### config.mk
export PLATFORM = sky130hd
export DESIGN_NAME = tps_timer
export DESIGN_NICKNAME = d
export VERILOG_FILES = /design/src/hdl/tps_pkg.sv /design/src/hdl/tps_scaler.sv /design/src/hdl/tps_sync2.sv /design/src/hdl/tps_timer.sv
export VERILOG_INCLUDE_DIRS = /design/src /design/src/hdl
export SDC_FILE = /design/constraint.sdc
export NUM_CORES = 1
export LEC_CHECK = 0
export BUFFER_PORTS_ARGS = -buffer_cell sky130_fd_sc_hd__clkbuf_2
export CAP_MARGIN = 40
export CORE_MARGIN = 4
export CORE_UTILIZATION = 60
export CTS_BUF_LIST = sky130_fd_sc_hd__clkbuf_8
export DETAILED_ROUTE_END_ITERATION = 7
export PLACE_DENSITY = 0.95
export SETUP_SLACK_MARGIN = 0.1
export SLEW_MARGIN = 20
export SYNTH_ARGS = -nofsm -noshare
export SYNTH_HDL_FRONTEND = slang
export SYNTH_HIERARCHICAL = 1
export SYNTH_SLANG_ARGS = --single-unit
### constraint.sdc
create_clock -name mclk -period 5.45 [get_ports mclk]
set_input_delay 1.09 -clock mclk [delete_from_list [all_inputs] [get_ports mclk]]
set_output_delay 1.09 -clock mclk [all_outputs]
set_load 0.05 [all_outputs]
### src/hdl/tps_defs.svh
// Constants for the primary timer, the shared scaler and the pin sync
`ifndef TPS_DEFS_SVH
`define TPS_DEFS_SVH

// Option field layout, low four bits of the option configuration
`define TPS_OPT_W              4
`define TPS_OPT_ASSIGN_BIT     3
`define TPS_OPT_RATIO_MSB      2
`define TPS_OPT_RATIO_LSB      0
`define TPS_OPT_RATIO_W        3
`define TPS_OPT_RESET          4'hf

// Reset value of one bit of the scaler and of the timer count
`define TPS_SCALER_RESET_BIT   1'h0
`define TPS_TMR_RESET_BIT      1'h0

// Clock: mclk period and oscillator period, both in picoseconds
`define TPS_MCLK_PERIOD_PS     8000
`define TPS_TOSC_PS            8000
`define TPS_TOSC_CYC ((`TPS_TOSC_PS + `TPS_MCLK_PERIOD_PS - 1) / `TPS_MCLK_PERIOD_PS)

// Pin timing the source must keep, in oscillator periods
`define TPS_PIN_HIGH_MIN_TOSC  2
`define TPS_PIN_LOW_MIN_TOSC   2
`define TPS_PIN_PERIOD_MIN_TOSC 4

// Pin change to timer increment, in oscillator periods
`define TPS_INC_DELAY_MIN_TOSC 3
`define TPS_INC_DELAY_MAX_TOSC 7

// Synchroniser depth on the pin
`define TPS_SYNC_STAGES        2

`endif

### src/hdl/tps_pkg.sv
// Types shared by the primary timer files
package tps_pkg;
   // Four internal phases, Gray coded along the cycle
   typedef enum logic [1:0] {
      PH_Q1 = 2'b00,
      PH_Q2 = 2'b01,
      PH_Q3 = 2'b11,
      PH_Q4 = 2'b10
   } tps_phase_t;

   // Owner of the shared scaler
   typedef enum logic {
      ASSIGN_TIMER = 1'b0,
      ASSIGN_WDOG  = 1'b1
   } tps_assign_t;
endpackage

### src/hdl/tps_scaler.sv
// Shared scaler counter with clear and a selectable output tap
`timescale 1ns/1ps
`include "tps_defs.svh"
module tps_scaler #(
   parameter int SCALER_W = 8
) (
   input  wire logic                        mclk,
   input  wire logic                        sys_rst,
   input  wire logic                        count_en,
   input  wire logic                        clr,
   input  wire logic [`TPS_OPT_RATIO_W-1:0] tap_sel,
   output      logic [SCALER_W-1:0]         cnt_reg,
   output      logic                        tap
);
   // Refuse a counter too short for the largest tap
   if (SCALER_W < 8) begin : g_bad_width
      $error("tps_scaler: SCALER_W must be at least 8");
   end

   // Count up on each enable; a clear wins over a count
   always_ff @(posedge mclk or posedge sys_rst) begin
      if (sys_rst) begin
         cnt_reg <= {SCALER_W{`TPS_SCALER_RESET_BIT}};
      end else if (clr) begin
         cnt_reg <= {SCALER_W{`TPS_SCALER_RESET_BIT}};
      end else if (count_en) begin
         cnt_reg <= cnt_reg + {{(SCALER_W-1){1'h0}}, 1'h1};
      end
   end

   // Each bit is a square wave, so the tap is symmetrical
   assign tap = cnt_reg[tap_sel];
endmodule

### src/hdl/tps_sync2.sv
// Two-flop synchroniser for one asynchronous level
`timescale 1ns/1ps
`include "tps_defs.svh"
module tps_sync2 (
   input  wire logic mclk,
   input  wire logic sys_rst,
   input  wire logic async_in,
   output      logic sync_out
);
   logic meta_reg;   // First stage, read only by the second

   // Two stages; nothing but sync_out looks at the first
   always_ff @(posedge mclk or posedge sys_rst) begin
      if (sys_rst) begin
         meta_reg <= 1'h0;
         sync_out <= 1'h0;
      end else begin
         meta_reg <= async_in;
         sync_out <= meta_reg;
      end
   end
endmodule

### src/hdl/tps_timer.sv
// Primary timer with shared scaler, pin clock sync and watchdog postscale
`timescale 1ns/1ps
`include "tps_defs.svh"
// How it works
// - Without scaler, selected source level is the scaler output
// - Scaler output sampled in phase two, four
// - Scaler divides pin into symmetrical output
// - Increment three to seven periods after edge
// - One scaler shared, timer or watchdog only
// - Assign bit and ratio from option bits
// - Timer write clears scaler while timer-assigned
// - Watchdog clear clears scaler while watchdog-assigned
// - Scaler count has no software access path
// - Reset loads scaler with all zeros
// - Option write may move scaler any time
module tps_timer #(
   parameter int SCALER_W = 8,
   parameter int TMR_W    = 8
) (
   input  wire logic                   mclk,
   input  wire logic                   sys_rst,
   input  wire logic                   timer_ext_clock_in,
   input  wire logic                   count_src_sel,
   input  wire logic                   opt_wr,
   input  wire logic [`TPS_OPT_W-1:0]  opt_wdata,
   input  wire logic                   tmr_wr,
   input  wire logic [TMR_W-1:0]       tmr_wdata,
   input  wire logic                   clear_watchdog_op,
   input  wire logic                   wdt_tick,
   output      logic [TMR_W-1:0]       timer_count_reg,
   output      logic                   wdt_scaled_tick,
   output      logic                   wdt_clear_out,
   output      tps_pkg::tps_phase_t    phase_out
);
   import tps_pkg::*;

   // Latency from a synchronised rise to the increment pulse
   localparam int INC_LAT_MIN = 1;
   localparam int INC_LAT_MAX = 2;
   // Worst pin-to-count path: sync stages, phase wait, count update
   localparam int PATH_MAX = `TPS_SYNC_STAGES + INC_LAT_MAX + 1;

   // Refuse widths and a pin path the logic cannot serve
   if (TMR_W < 1) begin : g_bad_tmr
      $error("tps_timer: TMR_W must be at least 1");
   end
   if (PATH_MAX > `TPS_INC_DELAY_MAX_TOSC * `TPS_TOSC_CYC) begin : g_bad_path
      $error("tps_timer: increment path longer than allowed");
   end

   // Next phase along the four-phase cycle
   function automatic tps_phase_t next_phase(input tps_phase_t p);
      unique case (p)
         PH_Q1:   next_phase = PH_Q2;
         PH_Q2:   next_phase = PH_Q3;
         PH_Q3:   next_phase = PH_Q4;
         PH_Q4:   next_phase = PH_Q1;
      endcase
   endfunction

   // True in the phases where the scaler output is sampled
   function automatic logic is_sample_phase(input tps_phase_t p);
      is_sample_phase = (p == PH_Q2) || (p == PH_Q4);
   endfunction

   tps_phase_t                  phase_reg;       // Current internal phase
   tps_phase_t                  phase_next;      // Following phase
   logic [`TPS_OPT_W-1:0]       opt_reg;         // Option configuration bits
   logic                        assign_timer;    // Scaler belongs to timer
   logic [`TPS_OPT_RATIO_W-1:0] ratio;           // Division ratio field
   logic                        ext_sync;        // Pin after two flops
   logic                        inst_level;      // Instruction clock level
   logic                        src_level;       // Selected count source
   logic                        src_d_reg;       // Source one cycle back
   logic                        src_rise;        // Rising source edge
   logic                        scaler_en;       // Scaler count enable
   logic                        scaler_clr;      // Scaler clear
   logic [`TPS_OPT_RATIO_W-1:0] tap_sel;         // Scaler tap index
   logic [SCALER_W-1:0]         scaler_cnt;      // Scaler value, internal
   logic                        scaler_tap;      // Selected scaler bit
   logic                        presc_out;       // Output fed to sampling
   logic                        sample_reg;      // Sampled scaler output
   logic                        sample_d_reg;    // Sample one cycle back
   logic                        inc_pulse;       // One-cycle increment
   logic                        wdt_tap_d_reg;   // Tap one cycle back
   logic                        wdt_scaled_next; // Next watchdog tick
   logic [TMR_W-1:0]            timer_next;      // Next timer count

   // Pin crosses into the mclk domain before anything reads it
   tps_sync2 u_sync (
      .mclk     (mclk),
      .sys_rst  (sys_rst),
      .async_in (timer_ext_clock_in),
      .sync_out (ext_sync)
   );

   // Four-phase instruction cycle, one phase per oscillator period
   assign phase_next = next_phase(phase_reg);
   always_ff @(posedge mclk or posedge sys_rst) begin
      if (sys_rst) begin
         phase_reg <= PH_Q1;
      end else begin
         phase_reg <= phase_next;
      end
   end
   assign phase_out = phase_reg;

   // Option bits, rewritable at any time by the core
   always_ff @(posedge mclk or posedge sys_rst) begin
      if (sys_rst) begin
         opt_reg <= `TPS_OPT_RESET;
      end else if (opt_wr) begin
         opt_reg <= opt_wdata;
      end
   end

   // Decode assignment and ratio from the low option bits
   assign assign_timer = (opt_reg[`TPS_OPT_ASSIGN_BIT] == ASSIGN_TIMER);
   assign ratio        = opt_reg[`TPS_OPT_RATIO_MSB:`TPS_OPT_RATIO_LSB];

   // Internal source is high in the second half of each cycle
   assign inst_level = (phase_reg == PH_Q3) || (phase_reg == PH_Q4);
   assign src_level  = count_src_sel ? ext_sync : inst_level;

   // Source edge history for the scaler
   always_ff @(posedge mclk or posedge sys_rst) begin
      if (sys_rst) begin
         src_d_reg <= 1'h0;
      end else begin
         src_d_reg <= src_level;
      end
   end
   assign src_rise = src_level & ~src_d_reg;

   // One counter: timer edges or watchdog ticks, never both
   assign scaler_en  = assign_timer ? src_rise : wdt_tick;
   // Timer write or watchdog clear, by owner
   assign scaler_clr = assign_timer ? tmr_wr : clear_watchdog_op;
   // Timer ratio 1:2^(n+1), watchdog ratio 1:2^n
   assign tap_sel    = assign_timer ? ratio : ratio - 3'h1;

   // Shared scaler; its count never reaches a port
   tps_scaler #(
      .SCALER_W (SCALER_W)
   ) u_scaler (
      .mclk     (mclk),
      .sys_rst  (sys_rst),
      .count_en (scaler_en),
      .clr      (scaler_clr),
      .tap_sel  (tap_sel),
      .cnt_reg  (scaler_cnt),
      .tap      (scaler_tap)
   );

   // Bypass: the selected source level itself when the watchdog owns the scaler
   assign presc_out = assign_timer ? scaler_tap : src_level;

   // Sample only in phases two and four, relying on wide enough pulses
   always_ff @(posedge mclk or posedge sys_rst) begin
      if (sys_rst) begin
         sample_reg <= 1'h0;
      end else if (is_sample_phase(phase_reg)) begin
         sample_reg <= presc_out;
      end
   end

   // Edge detect on the sampled output
   always_ff @(posedge mclk or posedge sys_rst) begin
      if (sys_rst) begin
         sample_d_reg <= 1'h0;
      end else begin
         sample_d_reg <= sample_reg;
      end
   end
   assign inc_pulse = sample_reg & ~sample_d_reg;

   // Timer count: a core write wins, else count up and wrap
   always_comb begin
      if (tmr_wr) begin
         timer_next = tmr_wdata;
      end else if (inc_pulse) begin
         timer_next = timer_count_reg + {{(TMR_W-1){1'h0}}, 1'h1};
      end else begin
         timer_next = timer_count_reg;
      end
   end
   always_ff @(posedge mclk or posedge sys_rst) begin
      if (sys_rst) begin
         timer_count_reg <= {TMR_W{`TPS_TMR_RESET_BIT}};
      end else begin
         timer_count_reg <= timer_next;
      end
   end

   // Tap history for the watchdog postscale edge
   always_ff @(posedge mclk or posedge sys_rst) begin
      if (sys_rst) begin
         wdt_tap_d_reg <= 1'h0;
      end else begin
         wdt_tap_d_reg <= scaler_tap;
      end
   end

   // Watchdog tick: raw when unscaled or ratio zero, else tap edge
   always_comb begin
      if (assign_timer || (ratio == 3'h0)) begin
         wdt_scaled_next = wdt_tick;
      end else begin
         wdt_scaled_next = scaler_tap & ~wdt_tap_d_reg;
      end
   end

   // Registered watchdog outputs
   always_ff @(posedge mclk or posedge sys_rst) begin
      if (sys_rst) begin
         wdt_scaled_tick <= 1'h0;
         wdt_clear_out   <= 1'h0;
      end else begin
         wdt_scaled_tick <= wdt_scaled_next;
         wdt_clear_out   <= clear_watchdog_op;
      end
   end

   // Phases run Q1 to Q4 and back in order
   a_phase_order: assert property (@(posedge mclk) disable iff (sys_rst)
      (phase_reg == PH_Q1) |=> (phase_reg == PH_Q2) ##1 (phase_reg == PH_Q3)
         ##1 (phase_reg == PH_Q4) ##1 (phase_reg == PH_Q1))
      else $error("phase sequence broken");

   // Sample holds outside the sampling phases
   a_sample_phase: assert property (@(posedge mclk) disable iff (sys_rst)
      ((phase_reg == PH_Q1) || (phase_reg == PH_Q3)) |=> $stable(sample_reg))
      else $error("sample changed outside phase two or four");

   // Sample taken in phase two or four follows the scaler output
   a_sample_value: assert property (@(posedge mclk) disable iff (sys_rst)
      is_sample_phase(phase_reg) |=> (sample_reg == $past(presc_out)))
      else $error("sample does not follow scaler output");

   // Bypass passes the pin level, two sync stages late, straight through
   a_bypass_path: assert property (@(posedge mclk) disable iff (sys_rst)
      (!assign_timer && count_src_sel && !$past(sys_rst, 2))
         |-> (presc_out == $past(timer_ext_clock_in, 2)))
      else $error("bypass does not pass pin level");

   // Synchronised pin rise gives an increment within two cycles
   a_inc_latency: assert property (@(posedge mclk) disable iff (sys_rst)
      ($rose(ext_sync) && count_src_sel && !assign_timer && !sample_reg)
         |-> ##[INC_LAT_MIN:INC_LAT_MAX] inc_pulse)
      else $error("increment late after pin edge");

   // Increment adds exactly one and wraps
   a_timer_wrap: assert property (@(posedge mclk) disable iff (sys_rst)
      (inc_pulse && !tmr_wr)
         |=> (timer_count_reg == TMR_W'($past(timer_count_reg) + 1)))
      else $error("timer did not add one");

   // Timer write clears the timer-owned scaler
   a_wr_clr_scaler: assert property (@(posedge mclk) disable iff (sys_rst)
      (tmr_wr && assign_timer)
         |=> ((scaler_cnt == '0) && (timer_count_reg == $past(tmr_wdata))))
      else $error("timer write did not clear scaler");

   // Watchdog clear clears the watchdog-owned scaler and the watchdog
   a_wdog_clr_scaler: assert property (@(posedge mclk) disable iff (sys_rst)
      (clear_watchdog_op && !assign_timer) |=> ((scaler_cnt == '0) && wdt_clear_out))
      else $error("watchdog clear did not clear scaler");

   // Scaler leaves reset at zero
   a_reset_zero: assert property (@(posedge mclk)
      $fell(sys_rst) |-> (scaler_cnt == '0))
      else $error("scaler not zero after reset");

   // Option write lands in the option bits
   a_opt_write: assert property (@(posedge mclk) disable iff (sys_rst)
      opt_wr |=> (opt_reg == $past(opt_wdata)))
      else $error("option write lost");

   // Timer-owned scaler leaves watchdog ticks unscaled
   a_wdog_unscaled: assert property (@(posedge mclk) disable iff (sys_rst)
      assign_timer |=> (wdt_scaled_tick == $past(wdt_tick)))
      else $error("watchdog scaled while scaler is timer-owned");

   // Timer-owned scaler follows timer source edges and timer writes only
   a_scaler_owner: assert property (@(posedge mclk) disable iff (sys_rst)
      (assign_timer && !src_rise && !tmr_wr) |=> $stable(scaler_cnt))
      else $error("timer-owned scaler counted without edge");

   // Watchdog-owned scaler ignores the timer source
   a_wdog_owner: assert property (@(posedge mclk) disable iff (sys_rst)
      (!assign_timer && !wdt_tick && !clear_watchdog_op) |=> $stable(scaler_cnt))
      else $error("watchdog-owned scaler counted without tick");

   // Timer count holds without a write or an increment
   a_timer_hold: assert property (@(posedge mclk) disable iff (sys_rst)
      (!inc_pulse && !tmr_wr) |=> $stable(timer_count_reg))
      else $error("timer changed without write or increment");

   // Increment pulse lasts a single cycle
   a_inc_single: assert property (@(posedge mclk) disable iff (sys_rst)
      inc_pulse |=> !inc_pulse)
      else $error("increment pulse longer than one cycle");
endmodule

==> impl_metrics.py <==
metrics = {
    "floorplan": {
        "die-area_mm2": 0.00344,
        "num_rows": 18,
        "die_w_um": 58.6,
        "initial_core_util": 0.626,
        "die_h_um": 58.6,
        "num_io_pins": 32,
        "core_area_mm2": 0.00245,
    },
    "route": {
        "wl_um": 3280,
        "drc": 0,
        "first_iter_violations": 63,
        "drt_pass1_iterations": 4,
        "routedWlPerCell_um": 15.3,
        "vias": 1274,
        "ant_nets": 0,
        "via_per_inst": 5.95,
    },
    "critical_path": {
        "cp_top_family": "compound AO/OA/AOI/OAI gates",
        "arrival_ns": 2.80,
        "cp_slowest_cell": "o21ai_0",
        "r2r_end": "sample_reg",
        "cp_cell_sequence": "clkbuf_2 -> clkinv_1 -> o21ai_0 -> o2111ai_4 -> or3_1 -> a21oi_1",
        "crit_buf_inv": 2,
        "worstSetupEndpointType": "register",
        "max_stage_delay_ns": 0.50,
        "critPathMaxFanout": 11,
        "crit_end": "u_scaler/cnt_reg[7]",
        "r2r_cells": 6,
        "r2r-start": "opt_reg[3]",
        "critPathLaunch": "tmr_wr",
        "ff2ff_setup_slack_ns": 3.09,
        "path_class": "primary input to register",
        "required_ns": 5.66,
        "cp.depth": 6,
        "start_kind": "primary input",
    },
    "power": {
        "power.share.switching": 0.324,
        "pwr-share-clk": 0.312,
        "p_leak_nw": 0.881,
        "power_switching_mw": 0.175,
        "ir_worst_vdd_uv": 248,
        "comb_power_share": 0.200,
        "seqPwrFrac": 0.488,
        "power_density_mw_per_mm2": 300,
        "power.internal_mw": 0.367,
    },
    "finish": {
        "stdcell_area_mm2": 0.00181,
        "nNetsFinal": 210,
        "area_delta_synth_final_pct": 17.6,
        "num_antenna_cells": 0,
        "layout.cells.non_filler": 214,
        "drive_gt1_frac": 0.266,
    },
    "min_path": {
        "holdPathStages": 0,
        "worstHoldPathType": "register to register",
    },
    "clock_network": {
        "ctsHoldBuffers": 0,
        "h-tree-depth": 2,
        "clockRootBuffer": "clkbuf_8",
        "worstSkewPairLatency_ns": 0.29,
        "cts_tree": "built",
        "clock_sinks": 30,
        "clk_pin_slew_ns": 0.07,
        "numCtsBuffers": 5,
        "ctsResizeCount": 0,
        "clk_path_buf_depth": 2,
        "post_cts_buffers": 0,
    },
    "grt": {
        "antenna_found_initial": 0,
        "grt_pass1_vias": 1266,
        "gr-total-overflow": 0,
        "grt_max_degree": 21,
        "grt_pass1_wl_um": 5320,
        "grt_util_all_layers": 0.206,
    },
    "placed_design": {
        "placed_cell_area_mm2": 0.00171,
        "io_buffers": 31,
        "place_hpwl_um": 2470,
        "gp_congestion": 0.873,
        "placed_cells_incl_taps": 205,
    },
    "job": {
        "drv_cap": 0,
    },
    "timing": {
        "tightest_slew_ns": 0.515,
        "period_minus_slack_ns": 2.59,
        "drv_slew": 0,
        "tns_ns": 0,
        "setup_viol": 0,
        "hold_viol_final": 0,
        "max-slew-margin-rel": 0.653,
        "clock.fmax_mhz": 386,
        "finalClockSkew_ns": 0.0167,
        "fin_crit_sh": 0.475,
        "rsz0062_at_grt": "false",
    },
    "yosys": {
        "yosysWarnings": 6,
        "yosysMostFrequentCell": "dfrtp_1",
        "synthArstFlopShare": 1.00,
        "synth_area_per_cell_um2": 10.5,
        "yosys_register_bits": 30,
        "ys_seq_area_frac": 0.491,
        "synth_cells": 147,
        "synth_commonest_cells": "dfrtp_1, nand2_1, o21ai_0",
        "yosysTopAreaCell": "dfrtp_1",
        "synth_top_area_frac": 0.423,
        "ys_types": 38,
        "synthFlopType": "dfrtp_1",
        "netlist_area_mm2": 0.00154,
        "synth_edf_count": 0,
        "ys_top_cells_by_area": "dfrtp_1, dfstp_2, ha_1",
        "synth_nets": 174,
    },
    "outcome": {
        "outcome": "completed",
    },
}
## power groups by stage
stage / logic [mW] / clock network [mW] / registers (mW)
floorplan: 0.0541 / 0 / 0.290
global placement: 0.101 / 0 / 0.266
detailed placement: 0.107 / 0 / 0.269
CTS: 0.108 / 0.170 / 0.264
global route: 0.117 / 0.183 / 0.267
finish: 0.108 / 0.169 / 0.265
## cell type report
type | count | area, um2
clock buffer | 5 | 68.8
inverter | 13 | 48.8
tap | 30 | 37.5
timing repair buffer | 33 | 171
multi-input combinational | 100 | 712
sequential | 30 | 756
clock inverter | 3 | 13.8
fill | 174 | 647
## cell usage in the layout, fill, tap and decap left out, drive strengths merged, types with 3 or more instances in the layout
cell type and instances:
a21oi 4, a31oi 4, clkbuf 36, clkinv 3
dfrtp 26, dfstp 4, ha 7, inv 13
mux2i 3, nand2 14, nand3 5, nand4 4
nor2 10, o21ai 14, or3 5, or4 3
xnor2 3, xor2 4
## metrics by stage
stage	hold WS [ns]	setup slack, ns	power (mW)	utilization
after floorplan	0.331	2.82	0.344	-
after global placement	0.337	2.32	0.368	0.696
after detailed placement	0.341	2.61	0.375	0.698
after CTS	0.354	2.90	0.543	0.732
after global routing	0.368	2.75	0.567	0.736
final	0.351	2.86	0.542	0.736
## how the worst min path moves through the flow
stage	slack [ns]	start	to
after global placement	0.34	u_sync/meta_reg	u_sync/sync_out
after floorplan	0.33	u_sync/meta_reg	u_sync/sync_out
after CTS	0.35	u_sync/meta_reg	u_sync/sync_out
final	0.35	u_sync/meta_reg	u_sync/sync_out
after global routing	0.37	u_sync/meta_reg	u_sync/sync_out
after detailed placement	0.34	u_sync/meta_reg	u_sync/sync_out
## layer usage
| metal | global-route usage | part of all wire |
|---|---|---|
| met5 | 0 | 0 |
| met3 | 0.0855 | 0.073 |
| met4 | 0.0744 | 0.015 |
| met1 | 0.234 | 0.40 |
| met2 | 0.348 | 0.51 |
## kinds of logic after synthesis
group                    Yosys count  synth area share
buffers and inverters             17            0.0456
adder cells (fa/ha/maj)            7            0.0570
AND/OR/NAND/NOR                   50             0.179
flip-flops                        30             0.491
XOR/XNOR                           7            0.0399
multiplexers                       6            0.0586
AO/OA/AOI/OAI                     30             0.129
Note: power is estimated with default switching activity, not from simulation.
